==> src/pair_combine_consts.vh <==
`ifndef PAIR_COMBINE_CONSTS_VH
`define PAIR_COMBINE_CONSTS_VH

// Bit positions of the pair field group inside the combine register word.
`define PAIR_JOIN_BIT 8
`define PAIR_COMPLEMENT_BIT 9
`define PAIR_DUAL_MODE_BIT 10
`define PAIR_DUAL_ARM_BIT 11
`define PAIR_DEADTIME_BIT 12
`define PAIR_SYNC_BIT 13
`define PAIR_FAULT_BIT 14
`define PAIR_FIELD_LSB 8
`define PAIR_FIELD_WIDTH 7

// Reset value of every setting.
`define PAIR_SETTING_RESET 1'h0
`define PAIR_FIELD_RESET 7'h00

`endif

==> src/pwm_pair_combine_control.v <==
`timescale 1ns/100ps
`default_nettype none
`include "pair_combine_consts.vh"

// Contract
// - Fault enable set applies fault control to channels 2 and 3; clear ignores faults.
// - Bit 13 enables synchronized updates of the pair's channel value registers.
// - Bit 12 enables deadtime insertion between channel 2 and 3 outputs.
// - Deadtime, dual mode, complement, join and fault bits write only when unprotected.
// - Bit 11 arms dual capture; effective only with enhanced features and dual mode.
// - In one-shot dual capture, hardware clears the arm after channel 3 capture.
// - Bit 10 enables dual capture mode, reinterpreting mode bits, needs enhanced features.
// - Bit 9 makes channel 3 the inverse of channel 2 when combined.
// - Join enable combines channels 2 and 3; clear keeps them independent.
module pwm_pair_combine_control (
    // Clock and reset
    input wire i_core_clk,
    input wire i_rst,
    // Register write port for the pair field group
    input wire i_field_wr,
    input wire [`PAIR_FIELD_WIDTH-1:0] i_field_wdata,
    // Global mode bits
    input wire i_write_protection_disable,
    input wire i_enhanced_feature_enable,
    // Capture and channel activity
    input wire i_dual_capture_one_shot,
    input wire i_ch3_capture_event,
    input wire i_ch2_out,
    input wire i_fault_active,
    // Readback of the field group
    output reg [`PAIR_FIELD_WIDTH-1:0] o_field_rdata,
    // Pair enables towards the channel logic
    output reg o_fault_control_active,
    output reg o_value_sync_active,
    output reg o_deadtime_active,
    output reg o_dual_capture_mode_active,
    output reg o_dual_capture_armed,
    output reg o_mode_bits_reinterpreted,
    output reg o_pair_joined,
    output reg o_ch3_out,
    output reg o_pair_fault_hold
);
    // Stored settings, straight from their flip-flops.
    wire pair_fault_enable;
    wire pair_value_sync_enable;
    wire pair_deadtime_enable;
    wire pair_dual_capture_arm;
    wire pair_dual_capture_mode_enable;
    wire pair_complement_enable;
    wire pair_join_enable;
    wire protected_wr_allow;
    wire wr_fault_bit;
    wire wr_sync_bit;
    wire wr_deadtime_bit;
    wire wr_arm_bit;
    wire wr_dual_mode_bit;
    wire wr_complement_bit;
    wire wr_join_bit;
    wire dual_mode_live;
    wire one_shot_done;
    wire arm_clear;
    wire [`PAIR_FIELD_WIDTH-1:0] field_image_d;
    wire fault_hold_d;
    wire dual_armed_d;
    wire ch3_out_d;

    // The five protected settings share one gate, so they always lock and unlock together.
    assign protected_wr_allow = i_write_protection_disable;

    // Each setting reads its own lane of the write word; moving a field only touches the header.
    assign wr_fault_bit = i_field_wdata[`PAIR_FAULT_BIT-`PAIR_FIELD_LSB];
    assign wr_sync_bit = i_field_wdata[`PAIR_SYNC_BIT-`PAIR_FIELD_LSB];
    assign wr_deadtime_bit = i_field_wdata[`PAIR_DEADTIME_BIT-`PAIR_FIELD_LSB];
    assign wr_arm_bit = i_field_wdata[`PAIR_DUAL_ARM_BIT-`PAIR_FIELD_LSB];
    assign wr_dual_mode_bit = i_field_wdata[`PAIR_DUAL_MODE_BIT-`PAIR_FIELD_LSB];
    assign wr_complement_bit = i_field_wdata[`PAIR_COMPLEMENT_BIT-`PAIR_FIELD_LSB];
    assign wr_join_bit = i_field_wdata[`PAIR_JOIN_BIT-`PAIR_FIELD_LSB];

    assign dual_mode_live = i_enhanced_feature_enable & pair_dual_capture_mode_enable;
    assign one_shot_done = i_dual_capture_one_shot & i_ch3_capture_event;
    // The hardware clear of the arm only fires when a one-shot sequence really finished while armed and live.
    assign arm_clear = dual_mode_live & pair_dual_capture_arm & one_shot_done;

    // One stored bit per setting; only the arm has a hardware clear.
    pair_setting_bit u_fault (
        .i_core_clk(i_core_clk),
        .i_rst(i_rst),
        .i_wr_en(i_field_wr),
        .i_wr_bit(wr_fault_bit),
        .i_wr_allow(protected_wr_allow),
        .i_hw_clear(1'h0),
        .o_bit(pair_fault_enable)
    );

    // The sync enable is not write protected.
    pair_setting_bit u_sync (
        .i_core_clk(i_core_clk),
        .i_rst(i_rst),
        .i_wr_en(i_field_wr),
        .i_wr_bit(wr_sync_bit),
        .i_wr_allow(1'h1),
        .i_hw_clear(1'h0),
        .o_bit(pair_value_sync_enable)
    );

    pair_setting_bit u_deadtime (
        .i_core_clk(i_core_clk),
        .i_rst(i_rst),
        .i_wr_en(i_field_wr),
        .i_wr_bit(wr_deadtime_bit),
        .i_wr_allow(protected_wr_allow),
        .i_hw_clear(1'h0),
        .o_bit(pair_deadtime_enable)
    );

    // The arm bit is not write protected, but hardware may clear it.
    pair_setting_bit u_arm (
        .i_core_clk(i_core_clk),
        .i_rst(i_rst),
        .i_wr_en(i_field_wr),
        .i_wr_bit(wr_arm_bit),
        .i_wr_allow(1'h1),
        .i_hw_clear(arm_clear),
        .o_bit(pair_dual_capture_arm)
    );

    pair_setting_bit u_dual_mode (
        .i_core_clk(i_core_clk),
        .i_rst(i_rst),
        .i_wr_en(i_field_wr),
        .i_wr_bit(wr_dual_mode_bit),
        .i_wr_allow(protected_wr_allow),
        .i_hw_clear(1'h0),
        .o_bit(pair_dual_capture_mode_enable)
    );

    pair_setting_bit u_complement (
        .i_core_clk(i_core_clk),
        .i_rst(i_rst),
        .i_wr_en(i_field_wr),
        .i_wr_bit(wr_complement_bit),
        .i_wr_allow(protected_wr_allow),
        .i_hw_clear(1'h0),
        .o_bit(pair_complement_enable)
    );

    pair_setting_bit u_join (
        .i_core_clk(i_core_clk),
        .i_rst(i_rst),
        .i_wr_en(i_field_wr),
        .i_wr_bit(wr_join_bit),
        .i_wr_allow(protected_wr_allow),
        .i_hw_clear(1'h0),
        .o_bit(pair_join_enable)
    );

    // Readback image, built lane by lane in the same order as the write word.
    assign field_image_d[`PAIR_FAULT_BIT-`PAIR_FIELD_LSB] = pair_fault_enable;
    assign field_image_d[`PAIR_SYNC_BIT-`PAIR_FIELD_LSB] = pair_value_sync_enable;
    assign field_image_d[`PAIR_DEADTIME_BIT-`PAIR_FIELD_LSB] = pair_deadtime_enable;
    assign field_image_d[`PAIR_DUAL_ARM_BIT-`PAIR_FIELD_LSB] = pair_dual_capture_arm;
    assign field_image_d[`PAIR_DUAL_MODE_BIT-`PAIR_FIELD_LSB] = pair_dual_capture_mode_enable;
    assign field_image_d[`PAIR_COMPLEMENT_BIT-`PAIR_FIELD_LSB] = pair_complement_enable;
    assign field_image_d[`PAIR_JOIN_BIT-`PAIR_FIELD_LSB] = pair_join_enable;

    assign fault_hold_d = pair_fault_enable & i_fault_active;
    // The arm is reported only while dual capture is live, since it has no effect otherwise.
    assign dual_armed_d = dual_mode_live & pair_dual_capture_arm;
    // Outside combined operation channel 3 follows its own path, so this copy stays low.
    assign ch3_out_d = pair_join_enable & (i_ch2_out ^ pair_complement_enable);

    // Outputs are registered, so each reflects the stored bits one cycle after they change.
    always @(posedge i_core_clk) begin
        if (i_rst) begin
            o_field_rdata <= `PAIR_FIELD_RESET;
        end else begin
            o_field_rdata <= field_image_d;
        end
    end

    // Fault, sync and deadtime enables go to their channel logic unchanged.
    always @(posedge i_core_clk) begin
        if (i_rst) begin
            o_fault_control_active <= `PAIR_SETTING_RESET;
            o_pair_fault_hold <= `PAIR_SETTING_RESET;
            o_value_sync_active <= `PAIR_SETTING_RESET;
            o_deadtime_active <= `PAIR_SETTING_RESET;
        end else begin
            o_fault_control_active <= pair_fault_enable;
            o_pair_fault_hold <= fault_hold_d;
            o_value_sync_active <= pair_value_sync_enable;
            o_deadtime_active <= pair_deadtime_enable;
        end
    end

    // Capture settings only count while enhanced features are on.
    always @(posedge i_core_clk) begin
        if (i_rst) begin
            o_dual_capture_mode_active <= `PAIR_SETTING_RESET;
            o_mode_bits_reinterpreted <= `PAIR_SETTING_RESET;
            o_dual_capture_armed <= `PAIR_SETTING_RESET;
        end else begin
            o_dual_capture_mode_active <= dual_mode_live;
            o_mode_bits_reinterpreted <= dual_mode_live;
            o_dual_capture_armed <= dual_armed_d;
        end
    end

    // Combined operation of the pair.
    always @(posedge i_core_clk) begin
        if (i_rst) begin
            o_pair_joined <= `PAIR_SETTING_RESET;
            o_ch3_out <= `PAIR_SETTING_RESET;
        end else begin
            o_pair_joined <= pair_join_enable;
            o_ch3_out <= ch3_out_d;
        end
    end
endmodule // pwm_pair_combine_control

`default_nettype wire

==> src/pair_setting_bit.v <==
`timescale 1ns/100ps
`default_nettype none
`include "pair_combine_consts.vh"

// One stored setting bit with an optional write gate and a hardware clear.
module pair_setting_bit (
    // Clock and reset
    input wire i_core_clk,
    input wire i_rst,
    // Software side
    input wire i_wr_en,
    input wire i_wr_bit,
    input wire i_wr_allow,
    // Hardware side
    input wire i_hw_clear,
    // State
    output reg o_bit
);
    always @(posedge i_core_clk) begin
        if (i_rst) begin
            o_bit <= `PAIR_SETTING_RESET;
        end else if (i_wr_en && i_wr_allow) begin
            // A software write in the same cycle as a hardware clear wins, so an explicit re-arm is never lost.
            o_bit <= i_wr_bit;
        end else if (i_hw_clear) begin
            o_bit <= 1'h0;
        end
    end
endmodule // pair_setting_bit

`default_nettype wire

==> config.mk <==
export PLATFORM = sky130hd
export DESIGN_NAME = pwm_pair_combine_control
export DESIGN_NICKNAME = d
export VERILOG_FILES = /design/src/pwm_pair_combine_control.v /design/src/pair_setting_bit.v
export VERILOG_INCLUDE_DIRS = /design/src
export SDC_FILE = /design/constraint.sdc
export NUM_CORES = 1
export LEC_CHECK = 0
export BUFFER_PORTS_ARGS = -buffer_cell sky130_fd_sc_hd__buf_2
export CAP_MARGIN = 20
export CELL_PAD_IN_SITES_DETAIL_PLACEMENT = 1
export CELL_PAD_IN_SITES_GLOBAL_PLACEMENT = 1
export CORE_MARGIN = 5
export CORE_UTILIZATION = 31
export DETAILED_ROUTE_END_ITERATION = 10
export GPL_TIMING_DRIVEN = 0
export PLACE_DENSITY_LB_ADDON = 0.05
export SLEW_MARGIN = 20
export SYNTH_ARGS = -nofsm -noshare
export SYNTH_HDL_FRONTEND = slang
export SYNTH_HIERARCHICAL = 1
export SYNTH_SLANG_ARGS = --single-unit
==> constraint.sdc <==
create_clock -name i_core_clk -period 0.94 [get_ports i_core_clk]
set_clock_uncertainty 0.05 [all_clocks]
set_input_delay 0.141 -clock i_core_clk [delete_from_list [all_inputs] [get_ports i_core_clk]]
set_output_delay 0.141 -clock i_core_clk [all_outputs]
set_load 0.01 [all_outputs]
==> results_dict.tcl, run 1 <==
set metrics [dict create \
    worstSkewPairLatency_ps 290 \
    num_vias 603 \
    globalplace.congestion 0.674 \
    worstReg2RegEnd "u_arm/o_bit" \
    cts_buffers 3 \
    viasPerCell 4.34 \
    failed_checks "setup timing" \
    cts_buffer_depth 2 \
    ir_drop_uv 765 \
    clock-root-buffer "clkbuf_4" \
    area_growth_syn_to_layout_pct 54.7 \
    worstPathMaxFanout 2 \
    period_needed_ps 1040 \
    drt-total-wl_um 1660 \
    hold_start "i_enhanced_feature_enable" \
    cts_sinks 18 \
    design.die.area_mm2 0.00315 \
    critPathKind "reg -> out" \
    critPathRequiredTime_ps 750 \
    cp.arrival_ps 850 \
    chipWidth_um 56.2 \
    hold_path_class "in -> reg" \
    dpl.hpwl_um 1220 \
    ys_seq_elements 18 \
    endpoint_kind "output pin" \
    clkPwrFrac 0.340 \
    path_cells "buf_6, buf_6" \
    htreeDepth 1 \
    fmax_ghz 0.957 \
    status "finished with violations" \
    grt_pass1_wl_um 2770 \
    final_hold_viol_count 0 \
    power.density_mw_per_mm2 1390 \
    num_rows 16 \
    max_stage_delay_ps 350 \
    cp_slowest_cell "dfxtp_2" \
    period_share 1.11 \
    cts_tree "built" \
    start_kind "flip-flop" \
    dr.pass1.iters 4 \
    power.switching_mw 0.322 \
    dpl_cell_area_um2 880 \
    finalPower_mw 1.42 \
    yosys_warnings 6 \
    p_int_mw 1.10 \
    rr_startpoint "u_dual_mode/o_bit" \
    grt_pass1_vias 647 \
    hold_depth 3 \
    clk_pin_slew_ps 110 \
    setup_viol 10 \
    grt_usage 0.115 \
    design_area_mm2 0.00102 \
    ys_seq_area_frac 0.545 \
    p_sw_frac 0.227 \
    ff2ff_path_depth 4 \
    antenna_cells 0 \
    synth_area_per_cell_um2 9.72 \
    routedWlPerCell_um 11.9 \
    rrSetupSlack_ps 80 \
    seqPwrFrac 0.561 \
    combPwrFrac 0.099 \
    start_util 0.330 \
    numPortBuffers 31 \
    synthCells 68 \
    cts_setup_buffers 0 \
    ioPinCount 32 \
    coreArea_mm2 0.00200 \
    synth_cell_types 13 \
    rsz0062_at_grt "true" \
    slew_violations 0 \
    ant_nets 0 \
    setup_ws_ps -105 \
    whs_endpoint "o_mode_bits_reinterpreted" \
    drtIter0Drc 8 \
    drc 0 \
    final_nets 129 \
    leakagePower_nw 0.483 \
    grt_max_degree 17 \
    crit_top_cell "buf_6" \
    grt-ovfl-total 0 \
    drv_cap 0 \
    antenna_found_initial 0 \
    drive_gt1_frac 0.518 \
    die_y_um 56.2 \
    synth_area_um2 661 \
]
==> sequential cells by signal (all words and copies together) (netlist names) <==
name and flops:
o_field_rdata 7, o_ch3_out 1, o_dual_capture_armed 1, o_mode_bits_reinterpreted 1, o_pair_fault_hold 1, u_arm/o_bit 1
u_complement/o_bit 1, u_deadtime/o_bit 1, u_dual_mode/o_bit 1, u_fault/o_bit 1, u_join/o_bit 1, u_sync/o_bit 1
==> worst max-delay path, delay by kind of cell (launching register included) <==
| family | cells | cell delay [ps] |
|---|---|---|
| buffers and inverters | 2 | 220 |
| flip-flops | 1 | 350 |
==> how the worst max path moves through the flow <==
stage / slack [ps] / endpoint / from / cells after the start
after floorplan: 150 / u_arm/o_bit / u_dual_mode/o_bit / 4
after global placement: 50 / u_arm/o_bit / u_dual_mode/o_bit / 4
after detailed placement: 40 / u_arm/o_bit / u_dual_mode/o_bit / 4
after CTS: -110 / o_field_rdata[4] / o_field_rdata[4] / 2
after global routing: -140 / o_field_rdata[0] / o_field_rdata[0] / 2
final: -100 / o_field_rdata[0] / o_field_rdata[0] / 2
==> power by group through the flow <==
stage                     sequential [mW]  clock [mW]  combinational [mW]
final                               0.796       0.481               0.141
after global routing                0.799       0.542               0.159
after CTS                           0.794       0.503               0.136
after detailed placement            0.810           0               0.124
after global placement              0.808           0               0.120
after floorplan                     0.812           0              0.0482
==> metal layers <==
layer	share of wire	vias to the layer above	wire length, um	GRT usage
met5	0	-	0	0
met4	0.0096	0	16	0.0712
met3	0.082	2	136	0.0348
met2	0.55	22	906	0.212
met1	0.36	279	602	0.109
li1	-	300	-	-
==> layout by cell type, fill, tap and decap left out, types with 3 or more instances in the layout <==
master and n:
a21oi_1 7, and2b_2 5, buf_2 21, buf_6 15, clkbuf_4 3, conb_1 10
dfxtp_1 8, dfxtp_2 10, nand2_1 7, nand3_1 8, nand3b_1 7
==> synth_stat cells, drive strengths merged <==
cell type | instances | area (um^2)
nor2b | 2 | 17.5
a21oi | 7 | 35.0
nand2 | 8 | 30.0
nand3 | 8 | 40.0
nand3b | 7 | 52.6
xor2 | 1 | 8.76
and2 | 2 | 12.5
dfxtp | 18 | 360
conb | 2 | 7.51
nor3b | 1 | 7.51
and2b | 5 | 43.8
nor2 | 2 | 7.51
buf | 5 | 37.5
==> kinds of logic (layout without fill, tap and decap cells) <==
family	Yosys count	count (layout)	synth area share
other	2	10	0.0114
XOR/XNOR	1	1	0.0133
buffers and inverters	5	41	0.0568
flip-flops	18	18	0.545
AND/OR/NAND/NOR	35	35	0.320
AO/OA/AOI/OAI	7	7	0.0530
==> final cells by class <==
type	instances	area (um^2)
Buffer	5	56.3
Clock buffer	4	36.3
Fill cell	246	980
Multi-Input combinational cell	53	295
Sequential cell	18	373
Tap cell	27	33.8
Timing Repair Buffer	32	228
==> repair_timing <==
| action | 4_1_cts | 5_1_grt |
|---|---|---|
| gates resized for setup | 15 | 11 |
| hold buffers | 1 | 0 |
| endpoints found under the setup margin | 13 | 17 |
| hold endpoints to repair | 1 | 0 |
==> stage by stage <==
| stage | hold slack, ps | TNS [ps] | std cells | util | worst slack, ps |
|---|---|---|---|---|---|
| floorplan | 160 | 0 | 76 | - | 148 |
| global placement | 292 | 0 | 134 | 0.439 | 54.2 |
| global route | 33.9 | -1120 | 139 | 0.511 | -144 |
| detailed placement | 295 | 0 | 134 | 0.439 | 37.2 |
| finish | 33.3 | -529 | 139 | 0.511 | -105 |
| CTS | 40.6 | -732 | 139 | 0.491 | -110 |
Power figures use the tool's default switching activity.
==> run 2: changes to the inputs <==
- REMOVE_ABC_BUFFERS: default -> 1
==> results_dict.tcl, run 2 (synthesized netlist as in run 1, its figures left out) <==
set metrics [dict create \
    status "finished with violations" \
    failed_checks "setup timing" \
    critPathKind "reg -> out" \
    drtIter0Drc 1 \
    fmax_ghz 1.05 \
    drive_gt1_frac 0.486 \
    num_rows 16 \
    cp_slowest_cell "dfxtp_2" \
    ant_nets 0 \
    dpl.hpwl_um 1000 \
    grt_pass1_wl_um 2280 \
    start_kind "flip-flop" \
    critPathRequiredTime_ps 750 \
    globalplace.congestion 0.646 \
    grt-ovfl-total 0 \
    antenna_found_initial 0 \
    grt_usage 0.0946 \
    rrSetupSlack_ps 60 \
    cts_sinks 18 \
    coreArea_mm2 0.00200 \
    clk_pin_slew_ps 100 \
    grt_max_degree 17 \
    whs_endpoint "u_dual_mode/o_bit" \
    setup_viol 6 \
    ioPinCount 32 \
    rr_startpoint "u_dual_mode/o_bit" \
    dpl_cell_area_um2 842 \
    largest_register_ffs 7 \
    die_y_um 56.2 \
    hold_start "i_field_wdata[2]" \
    final_hold_viol_count 0 \
    layout_commonest_cell "buf_2" \
    viasPerCell 4.16 \
    worstSkewPairLatency_ps 290 \
    period_share 1.01 \
    max_stage_delay_ps 360 \
    design.die.area_mm2 0.00315 \
    fillCellCount 246 \
    final_nets 124 \
    rsz0062_at_grt "true" \
    setup_ws_ps -11.5 \
    worstReg2RegEnd "u_arm/o_bit" \
    critPathTopFamily "flip-flops" \
    hold_path_class "in -> reg" \
    slew_violations 0 \
    ff2ff_path_depth 4 \
    power.density_mw_per_mm2 1450 \
    clock-root-buffer "clkbuf_4" \
    path_cells "buf_6" \
    final_cell_mix "buf_2, buf_6, conb_1" \
    area_growth_syn_to_layout_pct 46.2 \
    period_needed_ps 952 \
    dr.pass1.iters 2 \
    worstPathMaxFanout 2 \
    utilization 0.483 \
    hold_depth 3 \
    ir_drop_uv 692 \
    chipWidth_um 56.2 \
    cts_tree "built" \
    grt_pass1_vias 547 \
    crit_buf_inv 1 \
    cts_setup_buffers 0 \
    start_util 0.330 \
    cts_buffer_depth 2 \
    num_vias 557 \
    finalPower_mw 1.40 \
    cts_buffers 3 \
    leakagePower_nw 0.451 \
    drc 0 \
    drt-total-wl_um 1460 \
    regMostFlops "o_field_rdata" \
    htreeDepth 1 \
    antenna_cells 0 \
    cp.arrival_ps 760 \
    design_area_um2 966 \
    numPortBuffers 31 \
    endpoint_kind "output pin" \
    routedWlPerCell_um 10.9 \
    drv_cap 0 \
]
## run 2: cell count changes in the layout (fill, tap and decap cells not counted), sizes merged
cell	before	now
buf	36	31
## run 2: area by class of cell
| type | instances | area, um^2 | area share |
|---|---|---|---|
| Tap cell | 27 | 33.8 | 0.0350 |
| Multi-Input combinational cell | 53 | 297 | 0.307 |
| Clock buffer | 4 | 36.3 | 0.0376 |
| Sequential cell | 18 | 372 | 0.385 |
| Timing Repair Buffer | 32 | 228 | 0.236 |
## run 2: worst max-delay path by stage
stage | startpoint | endpoint | slack [ps] | depth (start not counted)
finish | o_field_rdata[4] | o_field_rdata[4] | -10 | 1
global placement | u_dual_mode/o_bit | u_arm/o_bit | 70 | 4
CTS | o_field_rdata[4] | o_field_rdata[4] | -20 | 1
detailed placement | u_dual_mode/o_bit | u_arm/o_bit | 70 | 4
floorplan | u_dual_mode/o_bit | u_arm/o_bit | 150 | 4
global route | o_field_rdata[4] | o_field_rdata[4] | -60 | 1
## run 2: repair_timing
action | in CTS | in global routing
gates cloned | 0 | 0
hold buffers | 1 | 0
gates resized for setup | 9 | 11
endpoints found under the setup margin | 10 | 17
hold endpoints to repair | 1 | 0
## run 2: power breakdown
part / internal (mW) / leakage, nW / total [mW] / switching [mW]
Clock: 0.236 / 0.0210 / 0.473 / 0.237
Sequential: 0.783 / 0.150 / 0.794 / 0.0106
Combinational: 0.0679 / 0.279 / 0.129 / 0.0611
## run 2: routing by layer
metal	up-vias	track usage	routed length, um	part of all wire
li1	287	-	-	-
met1	244	0.107	623	0.43
met2	23	0.142	685	0.47
met3	3	0.0371	123	0.084
met4	0	0.0712	29	0.020
met5	-	0	0	0
## run 2: through the flow
| stage | setup slack, ps | cells | hold WS [ps] | TNS, ps |
|---|---|---|---|---|
| 2_1_floorplan | 148 | 71 | 160 | 0 |
| 5_1_grt | -61.3 | 134 | 40.4 | -666 |
| 3_5_place_dp | 74.1 | 129 | 301 | 0 |
| 6_report | -11.5 | 134 | 44.3 | -39.5 |
| 4_1_cts | -19.2 | 134 | 37.6 | -153 |
| 3_3_place_gp | 72.3 | 129 | 293 | 0 |
==> run 3: changes to the inputs <==
- CELL_PAD_IN_SITES_DETAIL_PLACEMENT: 1 -> default
- CELL_PAD_IN_SITES_GLOBAL_PLACEMENT: 1 -> default
- CORE_UTILIZATION: 31 -> 43
- REMOVE_ABC_BUFFERS: 1 -> default
==> results_dict.tcl, run 3 (synthesized netlist as in run 1, its figures left out) <==
set metrics [dict create \
    status "finished with violations" \
    failed_checks "setup timing" \
    utilization 0.670 \
    htreeDepth 1 \
    largest_register_ffs 7 \
    num_rows 14 \
    drive_gt1_frac 0.486 \
    final_hold_viol_count 0 \
    power.switching_mw 0.286 \
    setup_viol 5 \
    coreArea_mm2 0.00149 \
    design.die.area_mm2 0.00242 \
    period_share 1.10 \
    endpoint_kind "output pin" \
    grt_usage 0.115 \
    antenna_cells 0 \
    drc 0 \
    critPathRequiredTime_ps 750 \
    num_vias 557 \
    clk_pin_slew_ps 100 \
    leakagePower_nw 0.475 \
    globalplace.congestion 0.659 \
    final_nets 129 \
    hold_depth 3 \
    cp.arrival_ps 840 \
    combPwrFrac 0.105 \
    critPathKind "reg -> out" \
    worstSkewPairLatency_ps 280 \
    fmax_ghz 0.969 \
    layout_commonest_cell "buf_2" \
    start_util 0.444 \
    cts_buffers 3 \
    grt_pass1_vias 514 \
    period_needed_ps 1030 \
    ff2ff_path_depth 4 \
    slew_violations 0 \
    antenna_found_initial 0 \
    routedWlPerCell_um 9.88 \
    cts_buffer_depth 2 \
    dpl.hpwl_um 894 \
    final_cell_mix "buf_2, buf_6, dfxtp_1" \
    grt-ovfl-total 0 \
    cts_setup_buffers 0 \
    cts_sinks 18 \
    worstPathMaxFanout 2 \
    setup_ws_ps -92.5 \
    clkPwrFrac 0.281 \
    cts_tree "built" \
    chipWidth_um 49.2 \
    viasPerCell 4.39 \
    finalPower_mw 1.29 \
    start_kind "flip-flop" \
    rsz0062_at_grt "true" \
    drtIter0Drc 4 \
    area_growth_syn_to_layout_pct 50.9 \
    power.density_mw_per_mm2 1300 \
    ant_nets 0 \
    dr.pass1.iters 3 \
    grt_pass1_wl_um 2170 \
    p_sw_frac 0.221 \
    drt-total-wl_um 1260 \
    drv_cap 0 \
    regMostFlops "o_field_rdata" \
    ir_drop_uv 926 \
    numPortBuffers 31 \
    ioPinCount 32 \
    seqPwrFrac 0.614 \
    die_y_um 49.2 \
    clock-root-buffer "clkbuf_4" \
    hold_path_class "in -> reg" \
    p_int_mw 1.01 \
    grt_max_degree 17 \
]
## run 3: layout make-up
class	count	area, um^2
fillers	142	492
flip-flops and latches	18	369
multi-input cells	53	295
repair buffers	32	234
plain buffers	5	56.3
clock buffers	3	22.5
well taps	16	20.0
## run 3: path summary, 6_finish.rpt
| check | start | slack (ps) | to |
|---|---|---|---|
| max | o_field_rdata[6] | -90 | o_field_rdata[6] |
| min | i_enhanced_feature_enable | 60 | o_mode_bits_reinterpreted |
| max reg2reg | u_arm/o_bit | 70 | u_arm/o_bit |
| min reg2reg | u_dual_mode/o_bit | 430 | o_mode_bits_reinterpreted |
## run 3: power by group through the flow
stage	Sequential, mW	Combinational, mW	Clock, mW
global route	0.797	0.155	0.430
CTS	0.793	0.133	0.388
finish	0.794	0.136	0.364
global placement	0.808	0.118	0
floorplan	0.812	0.0482	0
detailed placement	0.809	0.120	0
## run 3: stage by stage
stage                     setup WS (ps)  cells  setup TNS, ps  instance area, um^2  hold WS, ps
after floorplan                     148     76              0                  691          160
after global placement             60.8    123              0                  866          297
after detailed placement           64.5    123              0                  866          296
after CTS                         -94.6    127           -530                  967         52.1
after global routing               -139    127           -905                  997         48.9
final                             -92.5    127           -425                  997         55.4
## run 3: repair_timing
item                       in CTS  in global routing
gates resized for setup        17                  7
setup endpoints to repair      10                 17
hold endpoints to repair        1                  0
hold buffers                    1                  0
## run 3: worst max-delay path, cell delays in order (launching register included)
cell and delay (ps):
dfxtp_2 340, buf_6 110, buf_6 110
## run 3: per-layer routing
layer | wire, um | share of wire | up-vias | track usage
met2 | 649 | 0.52 | 17 | 0.189
met4 | 13 | 0.010 | 0 | 0.0807
met5 | 0 | 0 | - | 0
met3 | 115 | 0.092 | 2 | 0.0336
li1 | - | - | 298 | -
met1 | 476 | 0.38 | 240 | 0.124
